File: config.mk
export PLATFORM = sky130hd
export DESIGN_NAME = dsc_sys_ctrl
export DESIGN_NICKNAME = d
export VERILOG_FILES = /design/src/inc/dsc_pkg.sv /design/src/inc/dsc_crc_if.sv /design/src/rtl/dsc_crc_track.sv /design/src/rtl/dsc_sys_ctrl.sv
export VERILOG_INCLUDE_DIRS = /design/src /design/src/inc
export SDC_FILE = /design/constraint.sdc
export NUM_CORES = 1
export LEC_CHECK = 0
export ABC_AREA = 1
export BUFFER_PORTS_ARGS = -buffer_cell sky130_fd_sc_hd__buf_4
export CORE_UTILIZATION = 50
export CTS_BUF_LIST = sky130_fd_sc_hd__clkbuf_16
export DETAILED_ROUTE_END_ITERATION = 16
export HOLD_SLACK_MARGIN = 0.1
export PLACE_DENSITY = 0.85
export SLEW_MARGIN = 10
export SYNTH_ARGS = -nofsm -noshare
export SYNTH_HDL_FRONTEND = slang
export SYNTH_HIERARCHICAL = 1
export SYNTH_SLANG_ARGS = --single-unit
File: constraint.sdc
create_clock -name clk -period 0.98 [get_ports clk]
set_input_delay 0.049 -clock clk [delete_from_list [all_inputs] [get_ports clk]]
set_output_delay 0.049 -clock clk [all_outputs]
set_load 0.02 [all_outputs]
File: src/inc/dsc_cfg.svh
// Offsets, field positions, reset values and codes of the system control and status registers.
`ifndef DSC_CFG_SVH
`define DSC_CFG_SVH
`define DSC_ADDR_W          4
`define DSC_OFF_RESET_REQ   4'h8
`define DSC_OFF_SYS_CTRL    4'ha
`define DSC_OFF_SYS_STATUS  4'hb
`define DSC_OFF_CRC_STATUS  4'hc
`define DSC_RESET_SIGNATURE 8'h59
`define DSC_CTRL_CLK_BIT    0
`define DSC_CTRL_DONE_BIT   1
`define DSC_ST_LOCK_BIT     0
`define DSC_ST_UPROG_BIT    2
`define DSC_ST_NPROG_BIT    3
`define DSC_ST_SLEEP_BIT    4
`define DSC_ST_SRST_BIT     5
`define DSC_ST_EFAIL_BIT    6
`define DSC_STATUS_RESET    8'h01
`define DSC_CRC_RESET       3'h0
`define DSC_CRC_BUSY        3'h1
`define DSC_CRC_PASS        3'h2
`define DSC_CRC_FAIL        3'h4
`endif

File: src/inc/dsc_pkg.sv
// Types shared by the system control and status block.
package dsc_pkg;
  typedef enum logic [3:0] {
    DSC_CRC_OFF  = 4'h1,
    DSC_CRC_RUN  = 4'h2,
    DSC_CRC_OK   = 4'h4,
    DSC_CRC_BAD  = 4'h8
  } dsc_crc_state_t;
endpackage

File: src/inc/dsc_crc_if.sv
// Signals between the register block and the CRC status tracker.
`timescale 1ns/10ps
interface dsc_crc_if;
  logic       crc_enable;
  logic       crc_done;
  logic       crc_pass;
  logic [2:0] crc_code;
  modport tracker (input crc_enable, input crc_done, input crc_pass, output crc_code);
  modport user    (output crc_enable, output crc_done, output crc_pass, input crc_code);
endinterface

File: src/rtl/dsc_crc_track.sv
// One-hot CRC execution status tracker.
`timescale 1ns/10ps
`include "dsc_cfg.svh"
module dsc_crc_track
  import dsc_pkg::*;
(
  input wire logic   clk,
  input wire logic   srst,
  dsc_crc_if.tracker crc
);
  dsc_crc_state_t state_reg;
  dsc_crc_state_t state_next;
  logic [2:0]     code_reg;

  // Busy while enabled and not done; result holds until the check is disabled.
  always_comb begin
    state_next = state_reg;
    case (state_reg)
      DSC_CRC_OFF: if (crc.crc_enable) state_next = DSC_CRC_RUN;
      DSC_CRC_RUN: begin
        if (!crc.crc_enable) state_next = DSC_CRC_OFF;
        else if (crc.crc_done) state_next = crc.crc_pass ? DSC_CRC_OK : DSC_CRC_BAD;
      end
      DSC_CRC_OK, DSC_CRC_BAD: if (!crc.crc_enable) state_next = DSC_CRC_OFF;
      default: state_next = DSC_CRC_OFF;
    endcase
  end

  // The code is registered so the status read never sees a decode glitch.
  always_ff @(posedge clk) begin
    if (srst) begin
      state_reg <= DSC_CRC_OFF;
      code_reg  <= `DSC_CRC_RESET;
    end else begin
      state_reg <= state_next;
      case (state_next)
        DSC_CRC_RUN: code_reg <= `DSC_CRC_BUSY;  // see RULE_15
        DSC_CRC_OK:  code_reg <= `DSC_CRC_PASS;  // see RULE_15
        DSC_CRC_BAD: code_reg <= `DSC_CRC_FAIL;  // see RULE_15
        default:     code_reg <= `DSC_CRC_RESET;
      endcase
    end
  end

  assign crc.crc_code = code_reg;
endmodule // dsc_crc_track

File: src/rtl/dsc_sys_ctrl.sv
// System control and status registers of the debug port access layer.
// How it works
// (RULE_01) Writing user row done starts flash programming.
// (RULE_02) User row done writable only with key.
// (RULE_03) Early done write: processor continues without data.
// (RULE_04) Tool writes done after staging all data.
// (RULE_05) Clock request holds clock through sleep.
// (RULE_06) Writing zero withdraws the clock request.
// (RULE_07) Port enable sets clock request automatically.
// (RULE_08) Erase failed set on failure, reset clears.
// (RULE_09) Reset active flag tracks reset, clears on read.
// (RULE_10) Sleeping flag shows idle or deeper sleep.
// (RULE_11) NVM programming ready flag when allowed.
// (RULE_12) Tool resets system after NVM programming.
// (RULE_13) User row ready flag when allowed.
// (RULE_14) Locked flag follows device lock state.
// (RULE_15) CRC status is one-hot coded.
// (RULE_16) System status resets to locked only.
// (RULE_17) Signature write holds system reset, else releases.
// (RULE_18) Tool writes key status last in session.
// (RULE_19) Read-only writes ignored, reserved bits zero.
`timescale 1ns/10ps
`include "dsc_cfg.svh"
module dsc_sys_ctrl
  import dsc_pkg::*;
#(
  parameter int ADDR_W = `DSC_ADDR_W
)
(
  input  wire logic                   clk,
  input  wire logic                   srst,
  input  wire logic                   port_enable,
  input  wire logic                   reg_wr,
  input  wire logic                   reg_rd,
  input  wire logic [ADDR_W-1:0]      reg_addr,
  input  wire logic [7:0]             reg_wdata,
  output logic      [7:0]             reg_rdata,
  input  wire logic                   user_row_key_status,
  input  wire logic                   user_row_staged,
  input  wire logic                   sys_in_reset,
  input  wire logic                   sys_sleep,
  input  wire logic                   nvm_prog_allowed,
  input  wire logic                   user_row_prog_allowed,
  input  wire logic                   lock_state,
  input  wire logic                   erase_fail_event,
  input  wire logic                   crc_enable,
  input  wire logic                   crc_done,
  input  wire logic                   crc_pass,
  output logic                        sys_clock_request,
  output logic                        user_row_prog_start,
  output logic                        user_row_data_valid,
  output logic                        system_reset_hold
);

  //////////////////////////////////////////////////////////////////////////////
  // Elaboration check. The register offsets are four bits wide, so a narrower
  // address bus could not reach the status registers; a wider one is fine, the
  // upper address bits must simply be zero for a hit.
  if (ADDR_W < `DSC_ADDR_W) begin : g_addr_w_check
    $error("dsc_sys_ctrl: address width too small for the register map");
  end

  //////////////////////////////////////////////////////////////////////////////
  // Synchronise the system-domain status levels; they come from another domain.
  // Each level passes two flip-flops before any logic reads it. The levels are
  // synchronised one by one, not as a word: every bit has a meaning of its own,
  // so a skew of one cycle between two flags is harmless to the tool reading them.
  // Limitation: a pulse on a level input shorter than one clock may be missed.
  localparam int NSYNC = 8;
  logic [NSYNC-1:0] raw_in;
  logic [NSYNC-1:0] sync1_reg;
  logic [NSYNC-1:0] sync2_reg;
  assign raw_in = {port_enable,            // Bit 7: debug port enabled.
                   erase_fail_event,       // Bit 6: chip erase failed.
                   lock_state,             // Bit 5: device locked.
                   user_row_prog_allowed,  // Bit 4: user row programming may begin.
                   nvm_prog_allowed,       // Bit 3: NVM programming may begin.
                   sys_sleep,              // Bit 2: system domain asleep.
                   sys_in_reset,           // Bit 1: system domain in reset.
                   user_row_staged};       // Bit 0: user row data staged in RAM.

  // Both stages clear on reset, so all flags read low until the levels settle.
  always_ff @(posedge clk) begin
    if (srst) begin
      sync1_reg <= '0;
      sync2_reg <= '0;
    end else begin
      sync1_reg <= raw_in;
      sync2_reg <= sync1_reg;
    end
  end

  // Synchronised copies; only these are read by the logic below.
  wire logic s_staged = sync2_reg[0];
  wire logic s_rst    = sync2_reg[1];
  wire logic s_sleep  = sync2_reg[2];
  wire logic s_nprog  = sync2_reg[3];
  wire logic s_uprog  = sync2_reg[4];
  wire logic s_lock   = sync2_reg[5];
  wire logic s_efail  = sync2_reg[6];
  wire logic s_en     = sync2_reg[7];

  //////////////////////////////////////////////////////////////////////////////
  // Address decode. Only full matches count, so an unmapped offset never aliases
  // onto a register and its writes simply fall away.
  // The function is shared by the write and status-read decodes so those offsets compare the same way.
  function automatic logic hit(input logic [ADDR_W-1:0] a, input logic [ADDR_W-1:0] off);
    hit = (a == off);
  endfunction

  wire logic wr_req    = reg_wr && hit(reg_addr, ADDR_W'(`DSC_OFF_RESET_REQ));
  wire logic wr_ctrl   = reg_wr && hit(reg_addr, ADDR_W'(`DSC_OFF_SYS_CTRL));
  wire logic rd_status = reg_rd && hit(reg_addr, ADDR_W'(`DSC_OFF_SYS_STATUS));

  //////////////////////////////////////////////////////////////////////////////
  // Control register and reset request. The done bit is not stored: it acts as a
  // strobe, so it always reads back as zero and cannot start programming twice.
  // The reset hold lives here too: it is the only state the reset request keeps.
  logic en_d_reg;
  logic clk_req_reg;
  logic start_reg;
  logic valid_reg;
  logic hold_reg;
  logic efail_reg;
  logic srst_flag_reg;
  logic [7:0] rdata_reg;

  // Decoded events of this cycle; each feeds the registers below.
  wire logic en_rise  = s_en && !en_d_reg;
  wire logic done_wr  = wr_ctrl && reg_wdata[`DSC_CTRL_DONE_BIT] && user_row_key_status;  // see RULE_02
  wire logic in_reset = s_rst || hold_reg;

  // The enable edge beats a simultaneous write so the port never loses its clock on wake.
  // The edge is taken from the synchronised level, so it lags the pin by two cycles;
  // a control write in the very cycle of the edge is overruled by the automatic set.
  always_ff @(posedge clk) begin
    if (srst) begin
      en_d_reg    <= 1'b0;
      clk_req_reg <= 1'b0;
      start_reg   <= 1'b0;
      valid_reg   <= 1'b0;
      hold_reg    <= 1'b0;
    end else begin
      en_d_reg <= s_en;
      if (en_rise) clk_req_reg <= 1'b1;  // see RULE_07
      else if (wr_ctrl) clk_req_reg <= reg_wdata[`DSC_CTRL_CLK_BIT];  // see RULE_05 RULE_06
      start_reg <= done_wr;  // see RULE_01
      valid_reg <= done_wr && s_staged;  // see RULE_03
      if (wr_req) hold_reg <= (reg_wdata == `DSC_RESET_SIGNATURE);  // see RULE_17
    end
  end

  //////////////////////////////////////////////////////////////////////////////
  // Sticky status flags. A new event beats a clear in the same cycle.
  // The reset-active flag is cleared by the read that reports it, so the tool sees
  // every reset at least once, even one shorter than the time between two reads.
  always_ff @(posedge clk) begin
    if (srst) begin
      efail_reg     <= 1'b0;
      srst_flag_reg <= 1'b0;
    end else begin
      if (s_efail) efail_reg <= 1'b1;  // see RULE_08
      else if (in_reset) efail_reg <= 1'b0;  // see RULE_08
      if (in_reset) srst_flag_reg <= 1'b1;  // see RULE_09
      else if (rd_status) srst_flag_reg <= 1'b0;  // see RULE_09
    end
  end

  //////////////////////////////////////////////////////////////////////////////
  // Read data; status and CRC registers have no write path at all.
  // The CRC status tracker sits in its own module and talks over an interface.
  logic [7:0] status_val;
  logic [7:0] rd_mux;
  dsc_crc_if  crc_bus ();
  assign crc_bus.crc_enable = crc_enable;
  assign crc_bus.crc_done   = crc_done;
  assign crc_bus.crc_pass   = crc_pass;

  // The tracker registers its code from the next state, so a CRC result reaches a read at the same edge as the state, with no extra cycle.
  dsc_crc_track u_crc (
    .clk  (clk),
    .srst (srst),
    .crc  (crc_bus.tracker)
  );

  // Status byte assembly; bits without a flag stay zero.
  always_comb begin
    status_val = 8'h00;  // see RULE_19
    status_val[`DSC_ST_LOCK_BIT]  = s_lock;  // see RULE_14
    status_val[`DSC_ST_UPROG_BIT] = s_uprog;  // see RULE_13
    status_val[`DSC_ST_NPROG_BIT] = s_nprog;  // see RULE_11
    status_val[`DSC_ST_SLEEP_BIT] = s_sleep;  // see RULE_10
    status_val[`DSC_ST_SRST_BIT]  = srst_flag_reg;
    status_val[`DSC_ST_EFAIL_BIT] = efail_reg;
  end

  // Register select for the read port; unmapped offsets read zero.
  always_comb begin
    case (reg_addr)
      ADDR_W'(`DSC_OFF_RESET_REQ):  rd_mux = {7'h00, hold_reg};
      ADDR_W'(`DSC_OFF_SYS_CTRL):   rd_mux = {6'h00, 1'b0, clk_req_reg};
      ADDR_W'(`DSC_OFF_SYS_STATUS): rd_mux = status_val;
      ADDR_W'(`DSC_OFF_CRC_STATUS): rd_mux = {5'h00, crc_bus.crc_code};  // see RULE_19
      default:             rd_mux = 8'h00;
    endcase
  end

  // Read data is captured on the read strobe and held until the next read.
  // Holding it lets the tool sample at leisure; the reset value is the status reset.
  always_ff @(posedge clk) begin
    if (srst) rdata_reg <= `DSC_STATUS_RESET;  // see RULE_16
    else if (reg_rd) rdata_reg <= rd_mux;
  end

  //////////////////////////////////////////////////////////////////////////////
  // Outputs. Every one comes straight from a flip-flop, so none can glitch.
  // The start and valid pulses last as long as the qualifying control write, one clock behind it.
  assign reg_rdata           = rdata_reg;
  assign sys_clock_request   = clk_req_reg;
  assign user_row_prog_start = start_reg;
  assign user_row_data_valid = valid_reg;
  assign system_reset_hold   = hold_reg;

endmodule // dsc_sys_ctrl

==> flow_metrics.py, run 1 <==
metrics = {
    "worst_setup_path": {
        "start_kind": "flip-flop",
        "ff2ff_path_depth": 5,
        "worstPathMaxFanout": 4,
        "startpoint": "u_crc/state_reg[3]$_SDFF_PP0_",
        "path_buf_inv": 1,
        "ff2ff_setup_slack_ns": 0.05,
        "cp.arrival_ns": 1.13,
        "cp_cell_sequence": "inv_2 -> nand2_1 -> nor2_2 -> nand3_1 -> a21oi_1",
        "worst_path_max_delay_cell": "dfxtp_2",
        "criticalPathCategory": "reg2reg",
        "endpoint": "u_crc/state_reg[2]$_SDFF_PP0_",
        "r2r_end": "u_crc/state_reg[2]$_SDFF_PP0_",
        "critical-path-top-delay-family": "flip-flops",
        "setup.worst_path.end_class": "flip-flop",
        "slowest_delay_ns": 0.33,
        "regToRegStartpoint": "u_crc/state_reg[3]$_SDFF_PP0_",
        "cp_num_cells": 5,
        "required_ns": 1.18,
    },
    "cells_and_area": {
        "fin_nets": 265,
        "antennaDiodeCount": 0,
        "area_growth_syn_to_layout_pct": 45.1,
        "design_area_um2": 2090,
        "fin_cells": 269,
        "drive_above_1_share_pct": 32.8,
    },
    "clock_network": {
        "cts_buffer_depth": 2,
        "path_clk_slew_ns": 0.05,
        "clk_latency_ns": 0.28,
        "cts_made_buffers": 5,
        "htreeDepth": 2,
        "cts.sinks": 37,
        "cts_tree": "done",
        "root_buffer": "clkbuf_16",
    },
    "sta": {
        "period_minus_slack_ns": 0.930,
        "setup_violations": 0,
        "hold_slack_ns": 0.138,
        "rsz0062_at_grt": "yes",
        "final.setup_skew_ns": 0.00477,
        "finalHoldViolations": 0,
        "fin_crit_sh_pct": 94.9,
        "setup_slack_ns": 0.0503,
        "slew_violations": 0,
        "fmax_mhz": 1080,
    },
    "placement": {
        "dp_hpwl_um": 1760,
        "gp_congestion": 0.790,
        "dpl_cell_area_um2": 1750,
        "port_buffers": 38,
        "post-place-cells": 247,
        "pre_cts_ws_ns": 0.0716,
    },
    "drt": {
        "wl_per_cell_um": 10.9,
        "wl_um": 2940,
        "wl_met1_um": 1260,
        "top_layer": "met4",
        "viasPerCell": 4.79,
        "drc_errors": 0,
        "met3_length_um": 206,
        "drtAntennaViolNets": 0,
        "route.vias.total": 1288,
        "first_pass_iters": 4,
        "route.met2.wl_um": 1440,
        "drt_iter0_drc": 33,
    },
    "global_route": {
        "grt_pass1_vias": 1169,
        "grt_pass1_wl_um": 4930,
        "grt_max_degree": 31,
        "grt_antenna_before_repair": 0,
        "globalRouteOverflowTotal": 0,
        "grt_use_total_pct": 20.8,
    },
    "logic_synthesis": {
        "synth_common_cells": "dfxtp_1 (37), nor2_1 (31), nand2_1 (25), inv_1 (24), nand3_1 (19)",
        "yosysMostFrequentCell": "dfxtp_1",
        "synth_ff_type": "dfxtp_1",
        "yosysWarnings": 6,
        "synthesis.nets": 209,
        "async_reset_ff_share_pct": 0,
        "synth-seq-cells": 37,
        "synth.area.top_cells": "dfxtp_1 (51%), nor2_1 (8.1%), nand3_1 (6.6%)",
        "synth.distinct_cells": 24,
        "synth_edf_count": 0,
        "synthCells": 181,
        "synth.avg_cell_area_um2": 7.96,
        "synth_top_area_share_pct": 51.4,
        "synth_top_area_cell": "dfxtp_1",
        "synth_area_um2": 1440,
        "synth-seq-area-share_pct": 51.4,
    },
    "pwr": {
        "ir_worst_vdd_v": 0.00190,
        "power.leakage_nw": 0.984,
        "power_density_nw_per_um2": 1780,
        "p_total_mw": 3.72,
    },
    "outcome": {
        "status": "finished, final reports clean",
    },
    "die": {
        "die_x_um": 55.7,
        "ios": 40,
        "dieArea_um2": 3100,
        "die_h_um": 55.7,
        "design.core.area_um2": 2730,
        "initial_core_util_pct": 52.7,
        "num_rows": 19,
    },
    "worst_hold_path": {
        "hold_path.class": "in2reg",
        "hp-start": "reg_addr[0]",
    },
    "job": {
        "max_cap_viol_count": 0,
    },
}
==> timing repair <==
action,in CTS,in global routing
gates resized for setup,0,10
endpoints found under the setup margin,0,7
hold buffers,15,0
hold endpoints to repair,16,0
setup buffers,0,0
==> cell type report <==
cell class	instances	area (um^2)
multi-input combinational	110	576
inverter	30	123
clock inverter	3	46.3
fill	193	644
timing repair buffer	53	438
tap	31	38.8
clock buffer	5	125
sequential	37	743
==> cells by family (layout without fill, tap and decap cells) <==
kind of cell	Yosys count	count (layout)	share of synthesized area, %
and+or+nand+nor	90	90	30.1
buffers and inverters	34	91	9.90
other	1	1	0.260
AOI/OAI and AO/OA	19	19	8.34
DFF	37	37	51.4
==> per-stage QoR <==
step / setup TNS [ns] / util [%]
after floorplan: 0 / -
after global placement: 0 / 64.0
after detailed placement: 0 / 64.0
after CTS: 0 / 75.7
after global routing: -0.0467 / 76.4
final: 0 / 76.4
==> metal layers <==
metal,vias up,global-route usage (%)
li1,671,-
met1,566,22.9
met2,45,36.7
met3,6,7.44
met4,0,7.50
met5,-,0
==> power breakdown <==
part | internal [mW] | leakage (nW) | switching, mW
Clock | 1.20 | 0.0800 | 0.593
Combinational | 0.172 | 0.600 | 0.167
Sequential | 1.56 | 0.304 | 0.0240
Total | 2.93 | 0.984 | 0.784
==> cell usage in the layout, fill, tap and decap left out, types with 4 or more instances in the layout <==
master / instances
inv_2: 5
dfxtp_1: 35
a21oi_1: 8
buf_4: 38
nor2_1: 30
nand2_1: 25
nand2_2: 4
nor2_2: 4
a21oi_2: 7
inv_1: 23
clkbuf_16: 5
dlygate4sd3_1: 14
nand3_1: 18
==> worst min-delay path, cell delays in order <==
cell     delay [ns]
buf_4          0.11
nor2_1         0.06
nand3_2        0.10
nor3b_2        0.05
==> how the worst min path moves through the flow <==
stage / slack, ns / to / depth (start not counted)
CTS: 0.12 / user_row_data_valid$_SDFF_PP0_ / 4
detailed placement: 0.25 / sync1_reg[4]$_SDFF_PP0_ / 3
floorplan: 0.12 / u_crc/crc.crc_code[1]$_SDFF_PP0_ / 1
global placement: 0.25 / sync1_reg[2]$_SDFF_PP0_ / 3
finish: 0.14 / user_row_data_valid$_SDFF_PP0_ / 4
global route: 0.16 / user_row_prog_start$_SDFF_PP0_ / 4
No activity file was read; power rests on OpenSTA's default activity.
==> inputs of run 2 (changes only) <==
Settings changed: CORE_ASPECT_RATIO set to 0.7, CTS_CLUSTER_DIAMETER set to 30.
==> run 2 against run 1 <==
The flow now finishes with violations (negative setup slack); combinational power rose by 1%; non-clock buffer count rose by 1; register-to-register slack got worse by 0.11 ns; clock power fell by 17%; fmax fell by 11%; final cell count rose by 1.5%; power fell by 8.2%; critical path depth did not move; sequential power barely moved; largest cell class unchanged; highest routed layer unchanged.
==> flow_metrics.py, run 2 (same netlist as run 1, synthesis figures left out) <==
metrics = {
    "cells_and_area": {
        "antennaDiodeCount": 0,
        "final_common_cell": "buf_4",
        "finalCoreUtilization_pct": 80.6,
        "fin_nets": 266,
        "drive_above_1_share_pct": 34.7,
        "design_area_um2": 2090,
        "final_cell_mix": "buf_4 (40), dfxtp_1 (33), nor2_1 (30)",
        "area_growth_syn_to_layout_pct": 45.0,
        "fin_cells": 273,
    },
    "placement": {
        "post-place-cells": 249,
        "dp_hpwl_um": 2090,
        "port_buffers": 38,
        "dpl_cell_area_um2": 1750,
        "gp_congestion": 0.874,
    },
    "job": {
        "max_cap_viol_count": 0,
    },
    "worst_setup_path": {
        "setup.worst_path.end_class": "flip-flop",
        "worstPathMaxFanout": 4,
        "cp.arrival_ns": 1.24,
        "criticalPathCategory": "reg2reg",
        "required_ns": 1.18,
        "start_kind": "flip-flop",
    },
    "global_route": {
        "grt_max_degree": 34,
        "grt_antenna_before_repair": 0,
        "grt_pass1_wl_um": 5130,
        "globalRouteOverflowTotal": 0,
        "grt_use_total_pct": 23.6,
        "grt_pass1_vias": 1213,
    },
    "die": {
        "num_rows": 15,
        "ios": 40,
        "design.core.area_um2": 2590,
        "die_x_um": 66.1,
        "initial_core_util_pct": 55.6,
        "die_h_um": 46.9,
        "dieArea_um2": 3100,
    },
    "clock_network": {
        "cts_buffer_depth": 2,
        "cts_made_buffers": 5,
        "htreeDepth": 2,
        "cts.sinks": 37,
        "root_buffer": "clkbuf_16",
        "clk_latency_ns": 0.28,
        "cts_tree": "done",
        "path_clk_slew_ns": 0.05,
    },
    "sta": {
        "fmax_mhz": 959,
        "slew_violations": 0,
        "fin_crit_sh_pct": 106,
        "finalHoldViolations": 0,
        "setup_violations": 1,
        "setup_slack_ns": -0.0630,
        "final.setup_skew_ns": 0.00364,
        "period_minus_slack_ns": 1.04,
    },
    "drt": {
        "viasPerCell": 4.91,
        "drt_iter0_drc": 54,
        "route.vias.total": 1341,
        "first_pass_iters": 4,
        "drc_errors": 0,
        "drtAntennaViolNets": 0,
        "wl_per_cell_um": 12.6,
        "wl_um": 3440,
    },
    "pwr": {
        "ir_worst_vdd_v": 0.00154,
        "power_density_nw_per_um2": 1630,
        "power.leakage_nw": 0.972,
        "p_total_mw": 3.41,
    },
    "outcome": {
        "violations": "negative setup slack",
        "status": "finished, violations left",
    },
    "worst_hold_path": {
        "hold_path.class": "in2reg",
    },
}
-- run 2: cell types whose count changed in the layout (fill, tap and decap cells not counted), moves of 2 or more --
| cell | previous run | this run |
|---|---|---|
| buf_4 | 38 | 40 |
| clkinv_1 | 0 | 2 |
| dfxtp_1 | 35 | 33 |
| nand2_1 | 25 | 23 |
| nor2_2 | 4 | 2 |
| nor2_4 | 2 | 4 |
-- run 2: where the power goes --
part	switching, mW	internal, mW
combinational	0.174	0.168
clock	0.568	0.918
sequential	0.0269	1.56
-- run 2: per-stage QoR --
| step | hold slack, ns | setup TNS, ns | worst slack (ns) |
|---|---|---|---|
| after floorplan | 0.118 | 0 | 0.149 |
| after global placement | 0.251 | 0 | 0.0918 |
| after detailed placement | 0.256 | 0 | 0.0434 |
| after CTS | 0.120 | 0 | 0.0180 |
| after global routing | 0.142 | -0.114 | -0.0567 |
| final | 0.123 | -0.0630 | -0.0630 |
-- run 2: area by class of cell --
cell class	count	area, um^2
fill	179	502
clock inverter	3	12.5
timing repair buffer	54	440
tap	34	42.5
clock buffer	5	125
multi-input combinational	110	597
inverter	30	123
sequential	37	748
-- run 2: layer usage --
layer	vias up	share of wire [%]	track usage (%)
li1	672	-	-
met3	7	6.6	9.22
met5	-	0	0
met4	0	1.5	11.1
met1	604	43	26.2
met2	58	49	41.4
-- run 2: critical path: stages, from the launching register on --
cell and delay (ns):
dfxtp_4 0.36, nor2_2 0.15, nand3_1 0.12, nor2_1 0.11
nor2_1 0.06, nor2_1 0.15
-- run 2: path summary, 6_finish.rpt --
path	from	end	slack, ns	cells after the start
max	u_crc/state_reg[2]$_SDFF_PP0_	u_crc/crc.crc_code[2]$_SDFF_PP0_	-0.06	5
min	crc_done	u_crc/state_reg[1]$_SDFF_PP0_	0.12	4
max reg2reg	u_crc/state_reg[2]$_SDFF_PP0_	u_crc/crc.crc_code[2]$_SDFF_PP0_	-0.06	5
min reg2reg	sync1_reg[1]$_SDFF_PP0_	sync2_reg[1]$_SDFF_PP0_	0.40	2
-- run 2: repair_timing --
action / CTS / global route
pin swaps: 0 / 6
gates resized for setup: 1 / 17
setup endpoints to repair: 3 / 8
setup buffers: 0 / 2
hold endpoints to repair: 16 / 0
hold buffers: 14 / 0
==> inputs of run 3 (changes only) <==
Settings changed: CELL_PAD_IN_SITES_DETAIL_PLACEMENT set to 2, CELL_PAD_IN_SITES_GLOBAL_PLACEMENT set to 2, CORE_UTILIZATION 50 to 28, PLACE_DENSITY 0.85 to 0.84.
==> run 3 against run 2 <==
The run now ends clean; wire length is 23% higher; critical endpoint is now u_crc/state_reg[3]$_SDFF_PP0_; clock power increased by 17%; register-to-register slack improved by 0.08 ns; critical path depth grew 1; final cell count is 13% higher; sequential share of layout area decreased by 1.4 points; global-route usage fell by 6.7 points; largest cell class unchanged; die area up 75%; non-clock buffer count rose by 1; clock skew increased by 0.00086 ns.
==> flow_metrics.py, run 3 (same netlist as run 1, synthesis figures left out) <==
metrics = {
    "drt": {
        "wl_per_cell_um": 13.7,
        "drt_iter0_drc": 27,
        "drc_errors": 0,
        "drtAntennaViolNets": 0,
        "route.vias.total": 1313,
        "viasPerCell": 4.25,
        "first_pass_iters": 4,
        "wl_um": 4240,
    },
    "pwr": {
        "p_sw_mw": 0.773,
        "power_density_nw_per_um2": 1700,
        "p_seq_share_pct": 43.0,
        "p_comb_share_pct": 9.9,
        "ir_worst_vdd_v": 0.000807,
        "power.leakage_nw": 0.999,
        "internal-power_mw": 2.92,
        "switching_share_pct": 20.9,
        "p_clk_share_pct": 47.1,
    },
    "clock_network": {
        "root_buffer": "clkbuf_16",
        "path_clk_slew_ns": 0.05,
        "htreeDepth": 2,
        "cts.sinks": 37,
        "cts_buffer_depth": 2,
        "cts_tree": "done",
        "clk_latency_ns": 0.27,
        "cts_made_buffers": 5,
    },
    "sta": {
        "setup_violations": 0,
        "fmax_mhz": 1030,
        "slew_violations": 0,
        "period_minus_slack_ns": 0.969,
        "fin_crit_sh_pct": 98.9,
        "rsz0062_at_grt": "yes",
        "final.setup_skew_ns": 0.00449,
        "finalHoldViolations": 0,
        "setup_slack_ns": 0.0111,
    },
    "placement": {
        "pre_cts_ws_ns": 0.00178,
        "dpl_cell_area_um2": 1800,
        "gp_congestion": 0.678,
        "post-place-cells": 286,
        "dp_hpwl_um": 2760,
        "port_buffers": 38,
    },
    "job": {
        "max_cap_viol_count": 0,
    },
    "die": {
        "design.core.area_um2": 4860,
        "die_h_um": 62.0,
        "initial_core_util_pct": 29.6,
        "die_x_um": 87.7,
        "num_rows": 21,
        "ios": 40,
        "dieArea_um2": 5440,
    },
    "cells_and_area": {
        "final_cell_mix": "buf_4 (39), dfxtp_1 (33), nor2_1 (28)",
        "design_area_um2": 2170,
        "antennaDiodeCount": 0,
        "multi_input_area_um2": 601,
        "fin_nets": 267,
        "area_growth_syn_to_layout_pct": 51.0,
        "regArea_um2": 748,
        "finalCoreUtilization_pct": 44.7,
        "final_common_cell": "buf_4",
        "filler_cell_count": 547,
        "fin_cells": 309,
        "drive_above_1_share_pct": 35.8,
    },
    "worst_setup_path": {
        "ff2ff_path_depth": 5,
        "start_kind": "input pin",
        "required_ns": 1.12,
        "setup.worst_path.end_class": "flip-flop",
        "worstPathMaxFanout": 6,
        "cp.arrival_ns": 1.11,
        "criticalPathCategory": "in2reg",
    },
    "worst_hold_path": {
        "min_path_cells": 3,
        "hold_path.class": "in2reg",
    },
    "global_route": {
        "grt_pass1_wl_um": 6790,
        "grt_pass1_vias": 1471,
        "grt_max_degree": 12,
        "grt_use_total_pct": 16.9,
        "globalRouteOverflowTotal": 0,
        "grt_antenna_before_repair": 0,
    },
    "outcome": {
        "status": "finished, final reports clean",
    },
}
run 3: cell type report:
type	count	share of cell area [%]
clock inverters	3	1.73
well taps	69	3.97
multi-input cells	110	27.6
flip-flops and latches	37	34.4
clock buffers	5	5.75
inverters	30	5.52
repair buffers	55	21.0
run 3: routing by layer:
layer,up-vias,track usage [%],wire length (um),share of wire (%)
met3,4,4.49,134,3.2
met5,-,0,0,0
li1,674,-,-,-
met1,613,19.5,1900,45
met4,0,3.51,20,0.47
met2,22,32.3,2180,51
run 3: worst paths after layout:
kind | from | to | slack (ns)
setup reg to reg | u_crc/state_reg[3]$_SDFF_PP0_ | u_crc/crc.crc_code[1]$_SDFF_PP0_ | 0.02
hold / removal | reg_wdata[1] | user_row_data_valid$_SDFF_PP0_ | 0.12
hold reg to reg | sync1_reg[6]$_SDFF_PP0_ | sync2_reg[6]$_SDFF_PP0_ | 0.40
setup / recovery | crc_enable | u_crc/state_reg[3]$_SDFF_PP0_ | 0.01
run 3: critical path, cell delays in order:
cell           delay, ns
dlygate4sd3_1       0.57
buf_6               0.15
nand3_1             0.08
nor2_1              0.05
nor2_2              0.15
nor2_1              0.06
run 3: what timing repair did:
item                                   in CTS  in global routing
pin swaps                                   0                  3
endpoints found under the hold margin      14                  0
setup buffers                               0                  0
hold buffers                               15                  0
gates resized for setup                     2                 18
setup endpoints to repair                   3                  9
run 3: power by group through the flow:
stage / sequential, mW / clock [mW] / combinational, mW
final: 1.59 / 1.74 / 0.366
after detailed placement: 1.62 / 0 / 0.300
after floorplan: 1.62 / 0 / 0.140
after global routing: 1.59 / 1.84 / 0.401
after global placement: 1.61 / 0 / 0.289
after CTS: 1.59 / 1.78 / 0.353
run 3: per-stage QoR:
| step | power [mW] | TNS [ns] | hold slack, ns |
|---|---|---|---|
| floorplan | 1.76 | 0 | 0.118 |
| global placement | 1.90 | 0 | 0.253 |
| detailed placement | 1.92 | 0 | 0.265 |
| CTS | 3.72 | 0 | 0.101 |
| global route | 3.83 | -0.230 | 0.126 |
| finish | 3.69 | 0 | 0.118 |
